[src/core/tcc_pkg.sv]
// Register map, field layout and reset values of the compare/capture unit
package tcc_pkg;
    localparam int TCC_AW = 4;
    localparam int TCC_DW = 8;
    localparam int TCC_CW = 16;
    localparam int TCC_NUM_CMP = 3;
    localparam int TCC_MW = 4;

    // Byte offsets: compare x low at A_LO + x * stride, high one above
    localparam logic [TCC_AW-1:0] TCC_OFS_CMP_A_LO = 4'h0;
    localparam logic [TCC_AW-1:0] TCC_CMP_STRIDE = 4'h2;
    localparam logic [TCC_AW-1:0] TCC_OFS_CAP_LO = 4'h6;
    localparam logic [TCC_AW-1:0] TCC_OFS_CAP_HI = 4'h7;
    localparam logic [TCC_AW-1:0] TCC_OFS_CTRL = 4'h8;
    localparam logic [TCC_AW-1:0] TCC_OFS_STATUS = 4'h9;
    localparam logic [TCC_AW-1:0] TCC_OFS_MASK = 4'ha;

    // Control fields
    localparam int TCC_CTRL_SRC_BIT = 0;
    localparam int TCC_CTRL_EDGE_BIT = 1;
    localparam int TCC_CTRL_MODE_LSB = 4;

    // Status and mask: bits 0..2 compare A..C, bit 3 capture
    localparam int TCC_ST_CAP_BIT = 3;
    localparam int TCC_NUM_EVT = 4;

    localparam logic [TCC_DW-1:0] TCC_RST_BYTE = 8'h00;
    localparam logic [TCC_CW-1:0] TCC_RST_WORD = 16'h0000;
    localparam logic [TCC_NUM_EVT-1:0] TCC_RST_EVT = 4'h0;

    // One bit per waveform mode; set where the capture value is TOP
    localparam logic [15:0] TCC_CAP_TOP_MODES = 16'h5500;
endpackage

[src/core/tcc_unit.sv]
// 16-bit compare and capture registers with shared high-byte latch
//
// What this block does
// - Each 16-bit compare value is matched against the counter every tick.
// - A match raises an interrupt event and toggles the compare output pin.
// - Compare writes take the high byte from the temp latch, loading both.
// - One temp high-byte latch serves every 16-bit register of the block.
// - A capture pin edge copies the counter into the capture register.
// - On the first timer the capture source may be the comparator output.
// - The capture value can act as counter TOP in selected waveform modes.
// - Capture reads use the temp latch so both bytes match one value.
// - While capture is TOP, the capture pin is ignored.
// - A counter write blocks compare matches on the next timer tick.
// - Match flags set two system clocks after the tick where the counter equals compare.
`timescale 1ns/1ps
module tcc_unit #(
    parameter bit HAS_COMPARATOR_SRC = 1'b1
) (
    input wire logic clk_sys_i,
    input wire logic rst_b_i,
    input wire logic [tcc_pkg::TCC_AW-1:0] reg_addr_i,
    input wire logic [tcc_pkg::TCC_DW-1:0] reg_wdata_i,
    input wire logic reg_wr_i,
    input wire logic reg_rd_i,
    output logic [tcc_pkg::TCC_DW-1:0] reg_rdata_o,
    input wire logic [tcc_pkg::TCC_CW-1:0] counter_value_i,
    input wire logic counter_write_i,
    input wire logic timer_tick_i,
    input wire logic capture_input_pin_i,
    input wire logic comparator_out_i,
    output logic [tcc_pkg::TCC_NUM_CMP-1:0] compare_output_pin_o,
    output logic [tcc_pkg::TCC_NUM_CMP-1:0] compare_match_o,
    output logic capture_event_o,
    output logic top_from_capture_o,
    output logic [tcc_pkg::TCC_CW-1:0] capture_top_o,
    output logic irq_o
);
    import tcc_pkg::*;

    logic [TCC_CW-1:0] cmp [TCC_NUM_CMP];
    logic [TCC_CW-1:0] capture_value_reg;
    logic [TCC_DW-1:0] temp_hi;
    logic [TCC_DW-1:0] next_temp;
    logic [TCC_DW-1:0] ctrl;
    logic [TCC_NUM_EVT-1:0] status;
    logic [TCC_NUM_EVT-1:0] mask;
    logic [TCC_NUM_EVT-1:0] evt_set;
    logic [TCC_NUM_CMP-1:0] cmp_lo_wr;
    logic [TCC_NUM_CMP-1:0] cmp_hi_wr;
    logic [TCC_NUM_CMP-1:0] cmp_lo_rd;
    logic [TCC_NUM_CMP-1:0] match_pulse;
    logic [TCC_MW-1:0] waveform_mode_select;
    logic block_pending;
    logic top_mode;
    logic pin_s1, pin_s2, pin_d;
    logic cmp_s1, cmp_s2, cmp_d;
    logic src_now, src_prev, src_edge, cap_evt, top_reached;
    logic [TCC_DW-1:0] next_rdata;

    assign waveform_mode_select = ctrl[TCC_CTRL_MODE_LSB +: TCC_MW];
    assign top_mode = TCC_CAP_TOP_MODES[waveform_mode_select];
    assign top_from_capture_o = top_mode;
    assign capture_top_o = capture_value_reg;
    assign compare_match_o = match_pulse;

    // Two-stage synchronisers for the asynchronous trigger sources
    always_ff @(posedge clk_sys_i or negedge rst_b_i) begin
        if (!rst_b_i) begin
            pin_s1 <= 1'b0;
            pin_s2 <= 1'b0;
            cmp_s1 <= 1'b0;
            cmp_s2 <= 1'b0;
        end else begin
            pin_s1 <= capture_input_pin_i;
            pin_s2 <= pin_s1;
            cmp_s1 <= comparator_out_i;
            cmp_s2 <= cmp_s1;
        end
    end

    always_ff @(posedge clk_sys_i or negedge rst_b_i) begin
        if (!rst_b_i) begin
            pin_d <= 1'b0;
            cmp_d <= 1'b0;
        end else begin
            pin_d <= pin_s2;
            cmp_d <= cmp_s2;
        end
    end

    // Source select only exists when the comparator route is built
    assign src_now = (HAS_COMPARATOR_SRC && ctrl[TCC_CTRL_SRC_BIT]) ?
                     cmp_s2 : pin_s2;
    assign src_prev = (HAS_COMPARATOR_SRC && ctrl[TCC_CTRL_SRC_BIT]) ?
                      cmp_d : pin_d;
    assign src_edge = ctrl[TCC_CTRL_EDGE_BIT] ? (src_now && !src_prev) :
                      (!src_now && src_prev);
    assign cap_evt = src_edge && !top_mode;
    assign top_reached = top_mode && timer_tick_i &&
                         (counter_value_i == capture_value_reg);

    // Register decode
    genvar gi;
    generate
        for (gi = 0; gi < TCC_NUM_CMP; gi++) begin : g_dec
            localparam logic [TCC_AW-1:0] LO =
                TCC_AW'(TCC_OFS_CMP_A_LO + TCC_CMP_STRIDE * gi);
            localparam logic [TCC_AW-1:0] HI = TCC_AW'(LO + 4'h1);
            assign cmp_lo_wr[gi] = reg_wr_i && (reg_addr_i == LO);
            assign cmp_hi_wr[gi] = reg_wr_i && (reg_addr_i == HI);
            assign cmp_lo_rd[gi] = reg_rd_i && (reg_addr_i == LO);
        end
    endgenerate

    // Shared high-byte latch: loaded by any high write or low read
    always_comb begin
        next_temp = temp_hi;
        if (reg_wr_i && (|cmp_hi_wr || reg_addr_i == TCC_OFS_CAP_HI)) begin
            next_temp = reg_wdata_i;
        end
        if (reg_rd_i && reg_addr_i == TCC_OFS_CAP_LO) begin
            next_temp = capture_value_reg[TCC_CW-1:TCC_DW];
        end
        for (int i = 0; i < TCC_NUM_CMP; i++) begin
            if (cmp_lo_rd[i]) begin
                next_temp = cmp[i][TCC_CW-1:TCC_DW];
            end
        end
    end

    always_ff @(posedge clk_sys_i or negedge rst_b_i) begin
        if (!rst_b_i) begin
            temp_hi <= TCC_RST_BYTE;
        end else begin
            temp_hi <= next_temp;
        end
    end

    // Counter write suppresses the match on the next tick
    always_ff @(posedge clk_sys_i or negedge rst_b_i) begin
        if (!rst_b_i) begin
            block_pending <= 1'b0;
        end else if (counter_write_i) begin
            block_pending <= 1'b1;
        end else if (timer_tick_i) begin
            block_pending <= 1'b0;
        end
    end

    // Per-channel compare register, matcher and waveform pin
    generate
        for (gi = 0; gi < TCC_NUM_CMP; gi++) begin : g_cmp
            always_ff @(posedge clk_sys_i or negedge rst_b_i) begin
                if (!rst_b_i) begin
                    cmp[gi] <= TCC_RST_WORD;
                end else if (cmp_lo_wr[gi]) begin
                    cmp[gi] <= {temp_hi, reg_wdata_i};
                end
            end

            always_ff @(posedge clk_sys_i or negedge rst_b_i) begin
                if (!rst_b_i) begin
                    match_pulse[gi] <= 1'b0;
                end else begin
                    match_pulse[gi] <= timer_tick_i && !block_pending &&
                        !counter_write_i &&
                        (counter_value_i == cmp[gi]);
                end
            end

            always_ff @(posedge clk_sys_i or negedge rst_b_i) begin
                if (!rst_b_i) begin
                    compare_output_pin_o[gi] <= 1'b0;
                end else if (match_pulse[gi]) begin
                    compare_output_pin_o[gi] <=
                        !compare_output_pin_o[gi];
                end
            end
        end
    endgenerate

    // Capture register: pin event wins over a CPU write
    always_ff @(posedge clk_sys_i or negedge rst_b_i) begin
        if (!rst_b_i) begin
            capture_value_reg <= TCC_RST_WORD;
        end else if (cap_evt) begin
            capture_value_reg <= counter_value_i;
        end else if (reg_wr_i && reg_addr_i == TCC_OFS_CAP_LO) begin
            capture_value_reg <= {temp_hi, reg_wdata_i};
        end
    end

    always_ff @(posedge clk_sys_i or negedge rst_b_i) begin
        if (!rst_b_i) begin
            capture_event_o <= 1'b0;
        end else begin
            capture_event_o <= cap_evt;
        end
    end

    // Control and mask registers
    always_ff @(posedge clk_sys_i or negedge rst_b_i) begin
        if (!rst_b_i) begin
            ctrl <= TCC_RST_BYTE;
        end else if (reg_wr_i && reg_addr_i == TCC_OFS_CTRL) begin
            ctrl <= reg_wdata_i;
        end
    end

    always_ff @(posedge clk_sys_i or negedge rst_b_i) begin
        if (!rst_b_i) begin
            mask <= TCC_RST_EVT;
        end else if (reg_wr_i && reg_addr_i == TCC_OFS_MASK) begin
            mask <= reg_wdata_i[TCC_NUM_EVT-1:0];
        end
    end

    // Sticky events, write one to clear, set wins
    assign evt_set = {cap_evt || top_reached, match_pulse};
    always_ff @(posedge clk_sys_i or negedge rst_b_i) begin
        if (!rst_b_i) begin
            status <= TCC_RST_EVT;
        end else if (reg_wr_i && reg_addr_i == TCC_OFS_STATUS) begin
            status <= (status & ~reg_wdata_i[TCC_NUM_EVT-1:0]) | evt_set;
        end else begin
            status <= status | evt_set;
        end
    end

    always_ff @(posedge clk_sys_i or negedge rst_b_i) begin
        if (!rst_b_i) begin
            irq_o <= 1'b0;
        end else begin
            irq_o <= |(status & mask);
        end
    end

    // Read data, valid only the cycle after the strobe
    always_comb begin
        next_rdata = TCC_RST_BYTE;
        if (reg_addr_i == TCC_OFS_CAP_LO) begin
            next_rdata = capture_value_reg[TCC_DW-1:0];
        end else if (reg_addr_i == TCC_OFS_CAP_HI) begin
            next_rdata = temp_hi;
        end else if (reg_addr_i == TCC_OFS_CTRL) begin
            next_rdata = ctrl;
        end else if (reg_addr_i == TCC_OFS_STATUS) begin
            next_rdata = TCC_DW'(status);
        end else if (reg_addr_i == TCC_OFS_MASK) begin
            next_rdata = TCC_DW'(mask);
        end
        for (int i = 0; i < TCC_NUM_CMP; i++) begin
            if (cmp_lo_rd[i]) begin
                next_rdata = cmp[i][TCC_DW-1:0];
            end
            if (reg_addr_i ==
                TCC_AW'(TCC_OFS_CMP_A_LO + TCC_CMP_STRIDE * i + 1)) begin
                next_rdata = temp_hi;
            end
        end
    end

    always_ff @(posedge clk_sys_i or negedge rst_b_i) begin
        if (!rst_b_i) begin
            reg_rdata_o <= TCC_RST_BYTE;
        end else if (reg_rd_i) begin
            reg_rdata_o <= next_rdata;
        end else begin
            reg_rdata_o <= TCC_RST_BYTE;
        end
    end
endmodule

[config.mk]
export PLATFORM = sky130hd
export DESIGN_NAME = tcc_unit
export DESIGN_NICKNAME = d
export VERILOG_FILES = /design/src/core/tcc_pkg.sv /design/src/core/tcc_unit.sv
export SDC_FILE = /design/constraint.sdc
export NUM_CORES = 1
export LEC_CHECK = 0
export BUFFER_PORTS_ARGS = -buffer_cell sky130_fd_sc_hd__buf_2
export CORE_MARGIN = 3
export CORE_UTILIZATION = 54
export DETAILED_ROUTE_END_ITERATION = 6
export PLACE_DENSITY = 0.77
export SLEW_MARGIN = 20
export SYNTH_ARGS = -nofsm -noshare
export SYNTH_HDL_FRONTEND = slang
export SYNTH_SLANG_ARGS = --single-unit
[constraint.sdc]
create_clock -name clk_sys_i -period 1.8 [get_ports clk_sys_i]
set_clock_uncertainty 0.05 [all_clocks]
set_input_delay 0.27 -clock clk_sys_i [delete_from_list [all_inputs] [get_ports clk_sys_i]]
set_output_delay 0.27 -clock clk_sys_i [all_outputs]
set_load 0.03 [all_outputs]
# Word-level counts from Yosys, hierarchy flattened
# Memory sizes are Yosys's and may differ from the RTL's.
# Cells that the tools add are included.
[op_classes] mux=26 magnitude_cmp=1 reduce_logical=41 bitwise_logic=5 eq_ne=14
[op_table] op="8-bit two-way mux" count=16
[op_table] op="16-bit equality test" count=4
[op_table] op="16-bit two-way mux" count=2
[op_table] op="1-bit logical AND" count=25
[op_table] op="4-bit by 3-bit equality test with 1-bit output (second input constant)" count=4
[op_table] op="4-bit equality test (second input constant)" count=3
[op_table] op="4-bit bitwise AND" count=2
[op_table] op="4-bit by 2-bit equality test with 1-bit output (second input constant)" count=2
[op_table] op="1-bit logical NOT" count=8
[op_table] op="4-bit two-way mux" count=2
[op_table] op="4-bit bitwise OR" count=2
[op_table] op="1-bit two-way mux" count=6
[op_table] op="4-bit by 5-bit less-than comparator with 1-bit output (second input constant)" count=1
[op_table] op="5-bit nonzero test" count=1
[op_table] op="4-bit by 1-bit equality test with 1-bit output (second input constant)" count=1
[op_table] op="4-bit logical NOT" count=1
[op_table] op="4-bit inverter" count=1
[op_table] op="2-bit nonzero test" count=2
[op_table] op="4-bit OR reduction" count=1
[op_table] op="3-bit OR reduction" count=1
[op_table] op="1-bit logical OR" count=2
[word_totals] mem_count=1 inputBits=36 ff_bits=111 wordCells=112 romBits=16
[memory_table] memory="(no name shown)" depth=16 width=1 rd=1 rd_clocked_by_memory_dff=0 wr=0 line="tcc_unit.sv:61" rtl="assign top_mode = TCC_CAP_TOP_MODES[waveform_mode_select];"

# Logic depth before layout (Yosys ltp)
[logic_depth] word_depth=13 depth_mapped=7 ltp_nobuf=4

# Worst setup path before layout
# OpenSTA, ideal clock, no wires.
[synth_timing] kind="register -> register" from="register ctrl[4]" to="register capture_value_reg[0] (netlist: capture_top_o[0])" slack_ns=0.005 setup_time_ns=0.125 period_less_slack_ns=1.795 stages_incl_launch_ff=6 path_buffers=2 arrival_time_ns=1.620 cell_sequence="dfrtp_1 > nor2b_1 > a211o_1 > buf_6 > buf_12 > mux2_4"
[synth_via] elab_chain_cells=5 word_cells_on_any_way=6
[synth_lines] item="start, declared" line="tcc_unit.sv:44" rtl="logic [TCC_DW-1:0] ctrl;"
[synth_lines] item="start signal, assigned" line="tcc_unit.sv:206" rtl="ctrl <= reg_wdata_i;"
[synth_lines] item="memory 16 x 1 bit *"
[synth_lines] item="1-bit two-way mux (implied by the code) *" line="tcc_unit.sv:61"
[synth_lines] item="named net top_from_capture_o" line="tcc_unit.sv:34" rtl="output logic top_from_capture_o,"
[synth_lines] item="1-bit logical NOT *" line="tcc_unit.sv:98" rtl="assign cap_evt = src_edge && !top_mode;"
[synth_lines] item="1-bit logical AND *" line="tcc_unit.sv:98"
[synth_lines] item="16-bit two-way mux / 2-bit nonzero test (equally long branches)"
[synth_lines] item="end signal, assigned" line="tcc_unit.sv:187" rtl="capture_value_reg <= counter_value_i;"
[synth_lines] item="end signal, assigned" line="tcc_unit.sv:189" rtl="capture_value_reg <= {temp_hi, reg_wdata_i};"
[synth_lines] item="end, declared" line="tcc_unit.sv:41" rtl="logic [TCC_CW-1:0] capture_value_reg;"
# Mark *: on every way through the listed nets, which the timed path passes. The rest lies on a longest branch. The select of a mux whose other input is x is not followed.
# A chain may end at the register's enable or synchronous reset.

# Worst setup path in the final report
[layout_timing] from="register ctrl[0]" to="register capture_value_reg[15] (netlist: capture_top_o[15])"
[layout_via] elab_chain_cells=6 word_cells_on_any_way=10
[layout_lines] item="1-bit two-way mux (on tied branches)" line="tcc_unit.sv:92, tcc_unit.sv:94"
[layout_lines] item="1-bit logical NOT (on tied branches)" line="tcc_unit.sv:97, tcc_unit.sv:96"
[layout_lines] item="1-bit logical AND (on tied branches)" line="tcc_unit.sv:97, tcc_unit.sv:96"
[layout_lines] item="1-bit two-way mux *" line="tcc_unit.sv:96" rtl="assign src_edge = ctrl[TCC_CTRL_EDGE_BIT] ? (src_now && !src_prev) :"
[layout_lines] item="1-bit logical AND *" line="tcc_unit.sv:98"
[layout_lines] item="16-bit two-way mux / 2-bit nonzero test (equally long branches)"
# Every way passes the cells marked *; elsewhere a longest branch is shown, timed or not.

==> qor.yml <==
min_path:
  hold_depth: 2
  min_to: "block_pending"
  hold_path.class: "input pin to flop"
  worstHoldStart: "counter_write_i"
sta:
  rsz0062_at_grt: "yes"
  maxSlewViolCount: 0
  layout_min_cycle_time_ns: 1.794
  worst_pin_slew_ns: 0.6998
  finalHoldViolations: 0
  setup_tns_ns: 0
  relSlewSlack_pct: 52.92
  whs_ns: 0.04706
  period_share_pct: 99.68
  clock.fmax_mhz: 557.4
  setup_viol: 0
cells_and_area:
  drive_above_1_share_pct: 39.02
  final_common_cell: "dfrtp_1"
  seq_area_um2: 2778
  fin_nets: 683
  syn_to_final_growth_pct: 18.72
  fill_cells: 866
  multiInputGateArea_um2: 3271
  mostFrequentLayoutCells: "dfrtp_1, mux2_2, buf_2"
  diodes: 0
cts:
  htree_levels: 3
  clock_latency_ns: 0.36
  numClockSinks: 111
  cts_tree: "built"
  clk_pin_slew_ns: 0.07
  cts-buffers-inserted: 9
  clockBufferDepth: 2
  cts-root-buf: "clkbuf_16"
route:
  dr.pass1.iters: 5
  routed_via_density: 6.532
  routed_wl_um: 19300
  ant_nets: 0
  vias: 5167
  drtIter0Drc: 658
  avgRoutedWirePerCell_um: 24.40
  drc_errors: 0
grt:
  grt_pass1_vias: 5140
  grt_util_all_layers_pct: 30.05
  grt_start_max_net_pins: 46
  antenna_found_initial: 0
  grt_overflow: 0
  grt_first_pass_wirelength_um: 29610
place:
  portBuffers: 68
  dpl.hpwl_um: 14110
  gp_congestion: 0.9431
power:
  p_int_mw: 5.930
  p_comb_share_pct: 34.0
  power_mw: 9.230
  powerDensity_nw_per_um2: 1231
  ir_drop_mv: 1.164
  clock_power_share_pct: 24.2
  p_sw_share_pct: 35.75
  p_sw_mw: 3.300
  p_leak_nw: 3.423
  p_seq_share_pct: 41.9
critical_path:
  rr_endpoint: "capture_top_o[15]"
  crit_path_end_kind: "flop"
  worstPathArrival_ns: 1.99
  ff2ff_path_depth: 4
  ff2ff_setup_slack_ns: 0.006
  critical_path_class: "flop to flop"
  worst_setup_path_start_kind: "flop"
  crit_fanout: 5
  reg2reg_from: "ctrl[0]"
  crit_required_ns: 1.99
synthesis:
  synthArstFlopShare_pct: 100.0
  ys.warnings.count: 0
  synth.cell_area_um2: 6316
  synth_compound_area_share_pct: 11.75
  synthCells: 561
  synth-xor-area-share_pct: 9.429
  synth.area.mux_share_pct: 18.94
  synth_top_flop_cell: "dfrtp_1"
  synth_edf_count: 0
  syn_area_per_cell_um2: 11.26
  seq_area_frac_synth_pct: 43.98
  synthAdderAreaFrac_pct: 0
  synthesis.nets: 597
  ys_ff_latch: 111
  synthSimpleGateAreaFrac_pct: 11.31
  synth_top_family_by_area: "multiplexers"
  synth_cell_types: 60
die:
  dieArea_um2: 13030
  die_h_um: 114.2
  start_util_pct: 56.77
  core_area_um2: 11130
  pin_count: 69
  rows: 38
  die_w_um: 114.2
job:
  cap_violations: 0
outcome:
  outcome: "complete, no violations"
[Yosys cell counts (3+ instances only)]
| master | count | area share [%] |
|---|---|---|
| a21oi_1 | 13 | 1.0 |
| o22ai_1 | 16 | 1.6 |
| nand3_2 | 3 | 0.48 |
| nand2b_1 | 6 | 0.59 |
| nor2b_1 | 6 | 0.59 |
| a21boi_0 | 8 | 0.95 |
| buf_4 | 3 | 0.36 |
| o21ai_0 | 4 | 0.32 |
| a22o_1 | 4 | 0.55 |
| a22oi_1 | 10 | 1.2 |
| clkbuf_1 | 27 | 1.6 |
| dfrtp_1 | 111 | 44 |
| a222oi_1 | 4 | 0.63 |
| inv_1 | 4 | 0.24 |
| a31oi_1 | 9 | 0.89 |
| nor3_1 | 10 | 0.79 |
| and3_1 | 12 | 1.2 |
| buf_6 | 3 | 0.53 |
| or3_1 | 8 | 0.79 |
| nor2_1 | 14 | 0.83 |
| nand4_1 | 4 | 0.40 |
| mux2_2 | 92 | 16 |
| xor2_1 | 66 | 9.2 |
| mux2i_1 | 4 | 0.63 |
| nand3b_1 | 4 | 0.48 |
| nor4_1 | 12 | 1.2 |
| o221ai_1 | 4 | 0.55 |
| a21o_1 | 4 | 0.48 |
| o2bb2ai_1 | 8 | 1.1 |
| nand2_1 | 16 | 0.95 |
| buf_2 | 15 | 1.2 |
| nand3_1 | 5 | 0.40 |
| o311ai_1 | 6 | 0.83 |
| mux2_4 | 8 | 1.9 |
| a32o_1 | 4 | 0.63 |
| buf_1 | 5 | 0.30 |
[logic make-up after synthesis]
group / after synthesis
and+or+nand+nor: 118
buffers and inverters: 59
muxes: 104
AOI/OAI and AO/OA: 101
xor gates and xnor gates: 68
DFF: 111
[state kept, by name (all words and copies together), names as in the netlist]
register	cells
reg_rdata_o	8
block_pending	1
irq_o	1
pin_d	1
capture_event_o	1
status	4
compare_match_o	3
cmp_s2	1
temp_hi	8
cmp	48
cmp_d	1
cmp_s1	1
mask	4
pin_s1	1
capture_top_o	16
ctrl	8
pin_s2	1
compare_output_pin_o	3
[per-stage QoR]
step	setup slack (ns)	instances	cell area (µm²)	utilization [%]
floorplan	0.004718	561	6316	-
global placement	-0.01552	771	7083	63.66
detailed placement	-0.02311	771	7083	63.66
CTS	0.02217	789	7446	66.93
global route	-0.01805	791	7498	67.40
finish	0.005849	791	7498	67.40
[power by group through the flow]
stage / Combinational, mW / Clock (mW) / Sequential, mW
after floorplan: 1.67 / 0 / 4.06
after global placement: 2.97 / 0 / 3.84
after detailed placement: 3.03 / 0 / 3.87
after CTS: 3.06 / 2.26 / 3.83
after global routing: 3.33 / 2.36 / 3.94
final: 3.14 / 2.23 / 3.86
[critical path: stages (launching register included)]
cell	delay, ns
dfrtp_1	0.40
o32a_1	0.35
a211o_4	0.40
clkbuf_16	0.19
mux2_4	0.29
[routing by layer]
| metal | vias up | track usage [%] | routed length (µm) |
|---|---|---|---|
| li1 | 2219 | - | - |
| met1 | 2580 | 40.52 | 7902 |
| met2 | 312 | 46.76 | 9029 |
| met3 | 56 | 7.770 | 1652 |
| met4 | 0 | 11.48 | 714 |
| met5 | - | 0 | 0 |
[worst max path at each step]
stage | startpoint | endpoint | slack (ns)
after floorplan | ctrl[4] | capture_top_o[0] | 0.005
after global placement | reg_addr_i[1] | temp_hi[6] | -0.02
after detailed placement | reg_addr_i[1] | temp_hi[4] | -0.02
after CTS | ctrl[0] | capture_top_o[15] | 0.02
after global routing | pin_s2 | capture_top_o[14] | -0.02
final | ctrl[0] | capture_top_o[15] | 0.006
[final cells by class]
| class | instances | area share [%] |
|---|---|---|
| flip-flops and latches | 111 | 37.04 |
| multi-input cells | 391 | 43.62 |
| repair buffers | 129 | 12.35 |
| clock inverters | 4 | 1.035 |
| clock buffers | 11 | 3.371 |
| well taps | 140 | 2.336 |
| inverters | 5 | 0.2503 |
[what timing repair did]
| action | CTS | global route |
|---|---|---|
| resized for setup | 1 | 4 |
| gates cloned | 0 | 1 |
| buffers inserted | 0 | 1 |
| hold endpoints to repair | 32 | 0 |
| endpoints found under the setup margin | 1 | 16 |
| pin swaps | 0 | 2 |
| hold buffers | 3 | 0 |
(Power assumes the default switching activity.)
